--- src/cmp_pkg.sv ---
/*
 * Package for the dual comparator control block: register offsets,
 * field positions, reset values and input select codes.
 * Assumes a byte-wide register port with 12-bit addresses.
 */
package cmp_pkg;

	// ==========================================================
	// Register offsets
	localparam logic [11:0] OFS_CTRL0_CH1 = 12'h80c;
	localparam logic [11:0] OFS_CTRL1_CH1 = 12'h80d;
	localparam logic [11:0] OFS_NSEL_CH1 = 12'h80e;
	localparam logic [11:0] OFS_PSEL_CH1 = 12'h80f;
	localparam logic [11:0] OFS_CTRL0_CH2 = 12'h810;
	localparam logic [11:0] OFS_CTRL1_CH2 = 12'h811;
	localparam logic [11:0] OFS_NSEL_CH2 = 12'h812;
	localparam logic [11:0] OFS_PSEL_CH2 = 12'h813;
	localparam logic [11:0] OFS_COMBINED = 12'h81f;
	localparam logic [11:0] OFS_IRQ_CTRL = 12'h820;

	// ==========================================================
	// Field positions
	localparam int BIT_ENABLE = 7;
	localparam int BIT_RESULT = 6;
	localparam int BIT_INVERT = 4;
	localparam int BIT_SPEED = 2;
	localparam int BIT_HYST = 1;
	localparam int BIT_SYNC = 0;
	localparam int BIT_RISE = 1;
	localparam int BIT_FALL = 0;

	// ==========================================================
	// Reset values
	localparam logic [7:0] RST_CTRL0 = 8'h04;
	localparam logic [7:0] RST_CTRL1 = 8'h00;
	localparam logic [2:0] RST_SEL = 3'h0;

	// ==========================================================
	// Input select codes
	localparam logic [2:0] SEL_GROUND = 3'h7;
	localparam logic [2:0] SEL_FIXED_REF = 3'h6;
	localparam logic [2:0] SEL_DAC = 3'h4;
	localparam logic [2:0] SEL_PIN0 = 3'h0;

	// Route one-hot bit positions: pins 0..3, fixed ref, dac, ground
	localparam int ROUTE_FIXED_REF = 4;
	localparam int ROUTE_DAC = 5;
	localparam int ROUTE_GROUND = 6;

	// ADC trigger selection codes naming a comparator
	localparam logic [7:0] ADC_TRIG_CMP1 = 8'h1c;
	localparam logic [7:0] ADC_TRIG_CMP2 = 8'h1d;

	// Timer1 clock source kinds
	typedef enum logic [1:0] {
		TMR_SRC_SYSCLK,
		TMR_SRC_INSTCLK,
		TMR_SRC_OTHER
	} tmr_src_t;

endpackage

--- src/dual_comparator_control.sv ---
/*
 * Control and status logic for two analog comparator channels.
 * Assumes raw comparator bits, Timer1 clock and sleep flag are synchronous
 * or are resynchronised here; the analog compare lives outside.
 */
// Overview of operation
// - Channels run in sleep; flags wake device
// - Synchronised output stalls in sleep on sysclk
// - Rising result starts selected ADC conversion
// - Control bit 7 enables the channel
// - Control bit 6 reads polarity-adjusted result
// - Control bit 4 inverts the result
// - Control bit 2 selects low power, resets 1
// - Control bit 1 drives hysteresis enable
// - Sync mode updates on Timer1 falling edge
// - Rise enable sets flag on rising result
// - Fall enable sets flag on falling result
// - Inverting select routes ground, ref, pins
// - Noninverting select routes ground, ref, dac, pin
// - Small package drops absent pin routes
// - Combined register mirrors both results
// - Disabled channel disconnects inputs, result equals invert bit
// - Polarity toggle raises flag while disabled
// - Internal result relatched every cycle
module dual_comparator_control
	import cmp_pkg::*;
#(
	parameter bit SMALL_PACKAGE = 1'b0
) (
	// Clock and reset
	input wire logic clk,
	input wire logic rst,
	// Register port
	input wire logic [11:0] addr,
	input wire logic [7:0] wdata,
	input wire logic wr,
	input wire logic rd,
	output logic [7:0] rdata,
	// System context
	input wire logic sleep,
	input wire logic [1:0] tmr_src,
	input wire logic tmr_clk,
	input wire logic [7:0] adc_trigger_select,
	input wire logic [1:0] compare_irq_enable,
	input wire logic [1:0] compare_irq_clear,
	// Analog cores
	input wire logic [1:0] raw_compare,
	output logic [1:0] core_enable,
	output logic [1:0] speed_power_select,
	output logic [1:0] hysteresis_enable,
	output logic [6:0] inverting_route_one,
	output logic [6:0] noninverting_route_one,
	output logic [6:0] inverting_route_two,
	output logic [6:0] noninverting_route_two,
	// Results and events
	output logic [1:0] compare_result,
	output logic [1:0] external_result,
	output logic [1:0] compare_irq_flag,
	output logic wake,
	output logic adc_trigger
);

	// ==========================================================
	// Decode functions
	function automatic logic [6:0] neg_route(input logic [2:0] sel, input logic en, input logic ch2);
		logic [6:0] r;
		r = 7'h00;
		if (en) begin
			unique case (sel)
				SEL_GROUND: r[ROUTE_GROUND] = 1'b1;
				SEL_FIXED_REF: r[ROUTE_FIXED_REF] = 1'b1;
				3'h3, 3'h2: r[sel[1:0]] = !SMALL_PACKAGE;
				3'h1: r[1] = !(SMALL_PACKAGE && ch2);
				SEL_PIN0: r[0] = 1'b1;
				default: r = 7'h00;
			endcase
		end
		return r;
	endfunction

	function automatic logic [6:0] pos_route(input logic [2:0] sel, input logic en, input logic ch2);
		logic [6:0] r;
		r = 7'h00;
		if (en) begin
			unique case (sel)
				SEL_GROUND: r[ROUTE_GROUND] = 1'b1;
				SEL_FIXED_REF: r[ROUTE_FIXED_REF] = 1'b1;
				SEL_DAC: r[ROUTE_DAC] = 1'b1;
				SEL_PIN0: r[0] = !(SMALL_PACKAGE && ch2);
				default: r = 7'h00;
			endcase
		end
		return r;
	endfunction

	// ==========================================================
	// Registers
	logic [1:0] enable, invert, speed, hyst, sync_mode, rise_en, fall_en;
	logic [2:0] nsel [2];
	logic [2:0] psel [2];

	always_ff @(posedge clk or posedge rst) begin
		if (rst) begin
			for (int i = 0; i < 2; i++) begin
				enable[i] <= RST_CTRL0[BIT_ENABLE];
				invert[i] <= RST_CTRL0[BIT_INVERT];
				speed[i] <= RST_CTRL0[BIT_SPEED];
				hyst[i] <= RST_CTRL0[BIT_HYST];
				sync_mode[i] <= RST_CTRL0[BIT_SYNC];
				rise_en[i] <= RST_CTRL1[BIT_RISE];
				fall_en[i] <= RST_CTRL1[BIT_FALL];
				nsel[i] <= RST_SEL;
				psel[i] <= RST_SEL;
			end
		end else if (wr) begin
			unique case (addr)
				OFS_CTRL0_CH1, OFS_CTRL0_CH2: begin
					enable[addr == OFS_CTRL0_CH2] <= wdata[BIT_ENABLE];
					invert[addr == OFS_CTRL0_CH2] <= wdata[BIT_INVERT];
					speed[addr == OFS_CTRL0_CH2] <= wdata[BIT_SPEED];
					hyst[addr == OFS_CTRL0_CH2] <= wdata[BIT_HYST];
					sync_mode[addr == OFS_CTRL0_CH2] <= wdata[BIT_SYNC];
				end
				OFS_CTRL1_CH1, OFS_CTRL1_CH2: begin
					rise_en[addr == OFS_CTRL1_CH2] <= wdata[BIT_RISE];
					fall_en[addr == OFS_CTRL1_CH2] <= wdata[BIT_FALL];
				end
				OFS_NSEL_CH1: nsel[0] <= wdata[2:0];
				OFS_NSEL_CH2: nsel[1] <= wdata[2:0];
				OFS_PSEL_CH1: psel[0] <= wdata[2:0];
				OFS_PSEL_CH2: psel[1] <= wdata[2:0];
				OFS_IRQ_CTRL: begin
					rise_en <= {wdata[3], wdata[1]};
					fall_en <= {wdata[2], wdata[0]};
				end
				default: ;
			endcase
		end
	end

	// ==========================================================
	// Analog controls
	always_ff @(posedge clk or posedge rst) begin
		if (rst) begin
			core_enable <= 2'b00;
			speed_power_select <= {2{RST_CTRL0[BIT_SPEED]}};
			hysteresis_enable <= 2'b00;
			inverting_route_one <= 7'h00;
			noninverting_route_one <= 7'h00;
			inverting_route_two <= 7'h00;
			noninverting_route_two <= 7'h00;
		end else begin
			core_enable <= enable;
			speed_power_select <= speed;
			hysteresis_enable <= hyst;
			inverting_route_one <= neg_route(nsel[0], enable[0], 1'b0);
			noninverting_route_one <= pos_route(psel[0], enable[0], 1'b0);
			inverting_route_two <= neg_route(nsel[1], enable[1], 1'b1);
			noninverting_route_two <= pos_route(psel[1], enable[1], 1'b1);
		end
	end

	// ==========================================================
	// Synchronisers: raw compare and Timer1 clock
	logic [1:0] raw_meta, raw_sync;
	logic tmr_meta, tmr_sync, tmr_prev;

	always_ff @(posedge clk or posedge rst) begin
		if (rst) begin
			raw_meta <= 2'b00;
			raw_sync <= 2'b00;
			tmr_meta <= 1'b0;
			tmr_sync <= 1'b0;
			tmr_prev <= 1'b0;
		end else begin
			raw_meta <= raw_compare;
			raw_sync <= raw_meta;
			tmr_meta <= tmr_clk;
			tmr_sync <= tmr_meta;
			tmr_prev <= tmr_sync;
		end
	end

	// ==========================================================
	// Result, synchronous latch, edges
	logic [1:0] next_result;
	logic [1:0] result_prev;
	logic tmr_fall, tmr_runs;

	assign next_result = (raw_sync & enable) ^ invert;
	assign tmr_fall = tmr_prev && !tmr_sync;
	assign tmr_runs = !(sleep && (tmr_src == TMR_SRC_SYSCLK || tmr_src == TMR_SRC_INSTCLK));

	always_ff @(posedge clk or posedge rst) begin
		if (rst) begin
			compare_result <= 2'b00;
			result_prev <= 2'b00;
		end else begin
			compare_result <= next_result;
			result_prev <= compare_result;
		end
	end

	always_ff @(posedge clk or posedge rst) begin
		if (rst) begin
			external_result <= 2'b00;
		end else begin
			for (int i = 0; i < 2; i++) begin
				if (!sync_mode[i]) begin
					external_result[i] <= next_result[i];
				end else if (tmr_fall && tmr_runs) begin
					external_result[i] <= next_result[i];
				end
			end
		end
	end

	// ==========================================================
	// Interrupt flags, wake and ADC trigger
	logic [1:0] rise, fall;

	assign rise = compare_result & ~result_prev;
	assign fall = ~compare_result & result_prev;

	always_ff @(posedge clk or posedge rst) begin
		if (rst) begin
			compare_irq_flag <= 2'b00;
		end else begin
			for (int i = 0; i < 2; i++) begin
				if ((rise[i] && rise_en[i]) || (fall[i] && fall_en[i])) begin
					compare_irq_flag[i] <= 1'b1;
				end else if (compare_irq_clear[i]) begin
					compare_irq_flag[i] <= 1'b0;
				end
			end
		end
	end

	always_ff @(posedge clk or posedge rst) begin
		if (rst) begin
			wake <= 1'b0;
		end else begin
			wake <= sleep && |(compare_irq_flag & compare_irq_enable);
		end
	end

	always_ff @(posedge clk or posedge rst) begin
		if (rst) begin
			adc_trigger <= 1'b0;
		end else begin
			adc_trigger <= (adc_trigger_select == ADC_TRIG_CMP1 && rise[0])
				|| (adc_trigger_select == ADC_TRIG_CMP2 && rise[1]);
		end
	end

	// ==========================================================
	// Read port
	always_ff @(posedge clk or posedge rst) begin
		if (rst) begin
			rdata <= 8'h00;
		end else if (rd) begin
			unique case (addr)
				OFS_CTRL0_CH1, OFS_CTRL0_CH2: begin
					rdata <= {enable[addr == OFS_CTRL0_CH2], compare_result[addr == OFS_CTRL0_CH2], 1'b0,
						invert[addr == OFS_CTRL0_CH2], 1'b0, speed[addr == OFS_CTRL0_CH2],
						hyst[addr == OFS_CTRL0_CH2], sync_mode[addr == OFS_CTRL0_CH2]};
				end
				OFS_CTRL1_CH1: rdata <= {6'h00, rise_en[0], fall_en[0]};
				OFS_CTRL1_CH2: rdata <= {6'h00, rise_en[1], fall_en[1]};
				OFS_NSEL_CH1: rdata <= {5'h00, nsel[0]};
				OFS_NSEL_CH2: rdata <= {5'h00, nsel[1]};
				OFS_PSEL_CH1: rdata <= {5'h00, psel[0]};
				OFS_PSEL_CH2: rdata <= {5'h00, psel[1]};
				OFS_COMBINED: rdata <= {6'h00, compare_result};
				OFS_IRQ_CTRL: rdata <= {4'h0, rise_en[1], fall_en[1], rise_en[0], fall_en[0]};
				default: rdata <= 8'h00;
			endcase
		end else begin
			rdata <= 8'h00;
		end
	end

endmodule

--- config.mk ---
export PLATFORM = sky130hd
export DESIGN_NAME = dual_comparator_control
export DESIGN_NICKNAME = d
export VERILOG_FILES = /design/src/cmp_pkg.sv /design/src/dual_comparator_control.sv
export SDC_FILE = /design/constraint.sdc
export NUM_CORES = 1
export LEC_CHECK = 0
export ABC_AREA = 1
export BUFFER_PORTS_ARGS = -buffer_cell sky130_fd_sc_hd__buf_2
export CORE_MARGIN = 2
export CORE_UTILIZATION = 30
export CTS_CLUSTER_DIAMETER = 30
export DETAILED_ROUTE_END_ITERATION = 12
export SYNTH_ARGS = -nofsm -noshare
export SYNTH_HDL_FRONTEND = slang
export SYNTH_SLANG_ARGS = --single-unit
export TNS_END_PERCENT = 5
--- constraint.sdc ---
create_clock -name clk -period 3.1 [get_ports clk]
set_input_delay 0.62 -clock clk [delete_from_list [all_inputs] [get_ports clk]]
set_output_delay 0.62 -clock clk [all_outputs]
set_load 0.05 [all_outputs]
======== Word level (Yosys, flattened, before mapping) ========
Cells that the tools add are included.
W data, S select, Z words.
storage, ports and cells
  logic and storage cells ................. 178
  bits of input ports ..................... 42
  flip-flop bits (word level) ............. 85
  bits in writable memories ............... 0
  bits in read-only memories .............. 0
  bits in latches ......................... 0
  output and inout port bits .............. 50
  memories kept ........................... 0
cells by class
  magnitude comparators ................... 8
  reductions and logical operators ........ 39
  multiply operators ...................... 0
  bitwise operators ....................... 7
  muxes and demuxes ....................... 61
  equal/unequal tests ..................... 31
  div/mod/pow operators ................... 0
  shift-type cells ........................ 0
  add/sub/neg operators ................... 0
operators by type and width
  operator                count
  $eq A12 B12 Y1 const B  10
  $pmux W8 S9             1
  $mux W1                 36
  $eq A3 B3 Y1 const B    10
  $mux W7                 4
  $eq A8 B5 Y1 const B    2
  $bwmux W2               7
  $logic_and A1 B1 Y1     14
  $eq A3 B2 Y1 const B    4
  $logic_not A3 Y1        4
  $reduce_and A2 Y1       6
  $reduce_or A2 Y1        5
  $and A2 B2 Y2           4
  $lt A2 B4 Y1 const B    2
  $mux W8                 1
  $pmux W1 S2             4
  $pmux W2 S2             2
  $eq A3 B1 Y1 const B    2
  $reduce_bool A2 Y1      3
  $demux W1 S2            2
  $ge A2 B1 Y1 const B    2
  $logic_or A1 B1 Y1      4
  $lt A1 B2 Y1 const B    2
  $mux W2                 2
  8 further kinds         13

======== Depth between registers and ports, before layout ========
  depth in word-level cells ............... 7
  gate-level depth with buffers ........... 10
  depth with buffers taken out ............ 10

======== Least setup slack after synthesis ========
OpenSTA, ideal clock, no wires.
  path kind ............................... in2reg
  from .................................... input port addr[10]
  to ...................................... register nsel[3] (netlist bit)
  required time ........................... 2.975 ns
  setup time .............................. 0.125 ns
  stages .................................. 8
  arrival time ............................ 1.391 ns
  path slack .............................. 1.584 ns
  buffers on the path ..................... 0
  cells stage by stage .................... inv_1 > nand2_1 > nor2_4 > nand2_1 > nor2_2 > nand2_1 > nand2_1 > o21ai_1
on the way
  cells in the longest elaborated chain, start to end .. 2
RTL lines
  item                                line                            text
  start: declaration                  dual_comparator_control.sv:34   input wire logic [11:0] addr,
  $eq A12 B12 Y1                      dual_comparator_control.sv:116  unique case (addr)
  $reduce_and A2 Y1 (no source line)  -
  end: declaration                    dual_comparator_control.sv:99   logic [2:0] nsel [2];
No other way between the ends.
A chain may end at the register's enable or synchronous reset.

======== Worst setup path in the final report ========
  from .................................... register speed_power_select[1]
  to ...................................... output port speed_power_select[1]
RTL lines
  item                      line                            text
  start: declaration        dual_comparator_control.sv:49   output logic [1:0] speed_power_select,
  start signal: assignment  dual_comparator_control.sv:146  speed_power_select <= {2{RST_CTRL0[BIT_SPEED]}};
  start signal: assignment  dual_comparator_control.sv:154  speed_power_select <= speed;
No word-level cell between the ends.

==> impl_metrics.env <==
export IMPL_status="finished, final reports clean"
export IMPL_finalPower_mw=1.90
export IMPL_remaining_drc_errors=0
export IMPL_cp_max_fo=1
export IMPL_ios=92
export IMPL_syn_area_mm2=0.00330
export IMPL_max_freq_mhz=576
export IMPL_clkLatencyLatePin_ps=340
export IMPL_grt_pass1_vias=2579
export IMPL_cp_data_arrival_time_ps=1120
export IMPL_crit_path_end_kind="output port"
export IMPL_met3_usage_pct=4.36
export IMPL_synthTopCellsByCount="nand2_1, dfrtp_1, inv_1, nor2_1, nand3_1"
export IMPL_die_x_um=109
export IMPL_period_minus_slack_ps=1740
export IMPL_worst_setup_path_type="flop to output port"
export IMPL_firstDrtPassIters=4
export IMPL_power_frac_seq_pct=52.9
export IMPL_yosysUniqueCellTypes=32
export IMPL_maxSlewViolCount=0
export IMPL_synth_edf_count=0
export IMPL_cp_top_family="flip-flops"
export IMPL_gr_max_usage_layer="met2"
export IMPL_power_switching_mw=0.429
export IMPL_multi_input_area_mm2=0.00117
export IMPL_yosysTopAreaCell="dfrtp_1"
export IMPL_avgRoutedWirePerCell_um=12.1
export IMPL_cap_violations=0
export IMPL_period_share_pct=56.0
export IMPL_gp_congestion=0.869
export IMPL_cts_resized=0
export IMPL_switching_share_pct=22.6
export IMPL_yosysTopAreaCellShare_pct=54.7
export IMPL_port_buffers=79
export IMPL_cts_tree="built"
export IMPL_use_met1_pct=15.9
export IMPL_antenna_left=0
export IMPL_synth_area_leaders="dfrtp_1, nand2_1, inv_1"
export IMPL_rsz0062_at_grt="no"
export IMPL_grt_use_total_pct=13.3
export IMPL_hold_violations=0
export IMPL_antenna_found_initial=0
export IMPL_clock_skew_ps=9.05
export IMPL_area_delta_synth_final_pct=22.7
export IMPL_cp_slowest_stage_delay_ps=530
export IMPL_clkTransAtPathRegs_ps=70
export IMPL_seq_area_mm2=0.00191
export IMPL_cts_root_buf="clkbuf_8"
export IMPL_post_cts_buffers=0
export IMPL_rows=38
export IMPL_met2_usage_pct=22.9
export IMPL_yosysWarnings=0
export IMPL_totalWireLength_mm=7.26
export IMPL_viasPerCell=4.34
export IMPL_crit_chain="buf_2"
export IMPL_cts_buffer_depth=2
export IMPL_placed_cell_area_mm2=0.00383
export IMPL_async_flop_share_pct=100
export IMPL_synthFlopType="dfrtp_1"
export IMPL_clock_sinks=76
export IMPL_ys_seq_area_share_pct=57.9
export IMPL_p_comb_share_pct=6.0
export IMPL_htree_levels=3
export IMPL_worst_slew_pin_slew_ps=918
export IMPL_grt_max_degree=77
export IMPL_yosysMostFrequentCell="nand2_1"
export IMPL_vias=2593
export IMPL_p_per_area_mw_per_mm2=469
export IMPL_core_area_mm2=0.0108
export IMPL_clockPowerShare_pct=41.0
export IMPL_irDropWorstVdd_v=0.000348
export IMPL_start_util_pct=30.5
export IMPL_min_path_type="flop to flop"
export IMPL_synthCells=364
export IMPL_fill_cells=1111
export IMPL_relSlewSlack_pct=38.8
export IMPL_post_route_cell_area_mm2=0.00404
export IMPL_tns_ps=0
export IMPL_rr_startpoint="enable[1]"
export IMPL_avgSynthCellArea_um2=9.05
export IMPL_cp_startpoint="speed_power_select[1]"
export IMPL_drt_iter0_markers=77
export IMPL_drive_above_1_share_pct=28.4
export IMPL_cts_buffers=9
export IMPL_ys_seq_elements=76
export IMPL_internal_power_mw=1.47
export IMPL_crit_slowest_cell="dfstp_2"
export IMPL_hpwl_mm=5.42
export IMPL_dieHeight_um=109
export IMPL_grt_pass1_wl_mm=11.9
export IMPL_report_final_setup_viol=0
export IMPL_grt_ovfl_total=0
export IMPL_diodes=0
export IMPL_ctsHoldBuffers=0
export IMPL_num_nets_final=495
export IMPL_crit_required_ps=2480
export IMPL_min_delay_start="raw_meta[1]"
export IMPL_dieArea_mm2=0.0118
export IMPL_crit_buf_inv=1
export IMPL_power_leakage_nw=2.10
export IMPL_startpoint_type="flop"
## final cells by class
| class | instances | area share, % |
|---|---|---|
| sequential | 76 | 47.2 |
| multi-input combinational | 238 | 28.8 |
| timing repair buffer | 80 | 9.96 |
| inverter | 48 | 4.46 |
| clock inverter | 3 | 1.08 |
| tap | 140 | 4.33 |
| clock buffer | 13 | 4.18 |
## flip-flops by register name, summed over array words and instances, names as in the netlist, 4 cells and up
signal,count
noninverting_route_two,4
noninverting_route_one,4
rdata,7
inverting_route_one,6
nsel,6
psel,6
inverting_route_two,6
## placed cells by master, fill, tap and decap left out, types with 6 or more instances in the layout
cell type / synthesis / routed
o21ai_0: 14 / 14
nand2_2: 8 / 8
inv_1: 45 / 44
dfrtp_1: 72 / 72
nand3_1: 15 / 15
conb_1: 1 / 9
nor2_2: 6 / 6
a21oi_1: 9 / 9
buf_2: 1 / 79
nor3_1: 12 / 12
nor2_1: 38 / 38
clkbuf_8: 0 / 12
nand2_1: 86 / 86
o21ai_1: 14 / 14
## power groups by stage
stage / logic, mW / clock network, mW / registers (mW)
floorplan: 0.0795 / 0 / 1.02
global placement: 0.114 / 0 / 1.02
detailed placement: 0.117 / 0 / 1.02
CTS: 0.117 / 0.803 / 1.00
global route: 0.128 / 0.859 / 1.00
finish: 0.114 / 0.777 / 1.00
## worst reg2reg max path, cell delays in order, from the launching register on
cell,delay (ps)
dfrtp_1,560
nand2_1,110
xnor2_1,230
a21oi_1,60
a31oi_1,160
## path summary, 6_finish.rpt
check | end | slack, ps | cells after the start
setup / recovery | speed_power_select[1] | 1360 | 1
setup reg to reg | external_result[1] | 1900 | 4
min in group asynchronous | raw_meta[1] | 550 | 3
hold / removal | raw_sync[1] | 350 | 0
hold reg to reg | raw_sync[1] | 350 | 0
max in group asynchronous | noninverting_route_one[0] | 1950 | 3
## cell families after synthesis
family          Yosys count  share of synthesized area (%)
compound gates           47                           8.16
xor+xnor                  2                          0.532
buf+inv                  58                           7.67
flops                    76                           57.9
other cells               1                          0.114
simple gates            180                           25.7
## layer usage
metal,part of all wire (%),vias up
li1,-,1312
met1,44,1207
met2,49,66
met3,5.6,8
met4,0.99,0
met5,0,-
## through the flow
stage               std cells  hold WS, ps  utilization [%]  worst slack [ps]
finish                    598          352             37.5              1360
global route              598          341             37.5              1320
global placement          582          333             35.5              1280
detailed placement        582          336             35.5              1260
floorplan                 372          331                -               548
CTS                       598          353             37.5              1340
(Power assumes the default switching activity.)
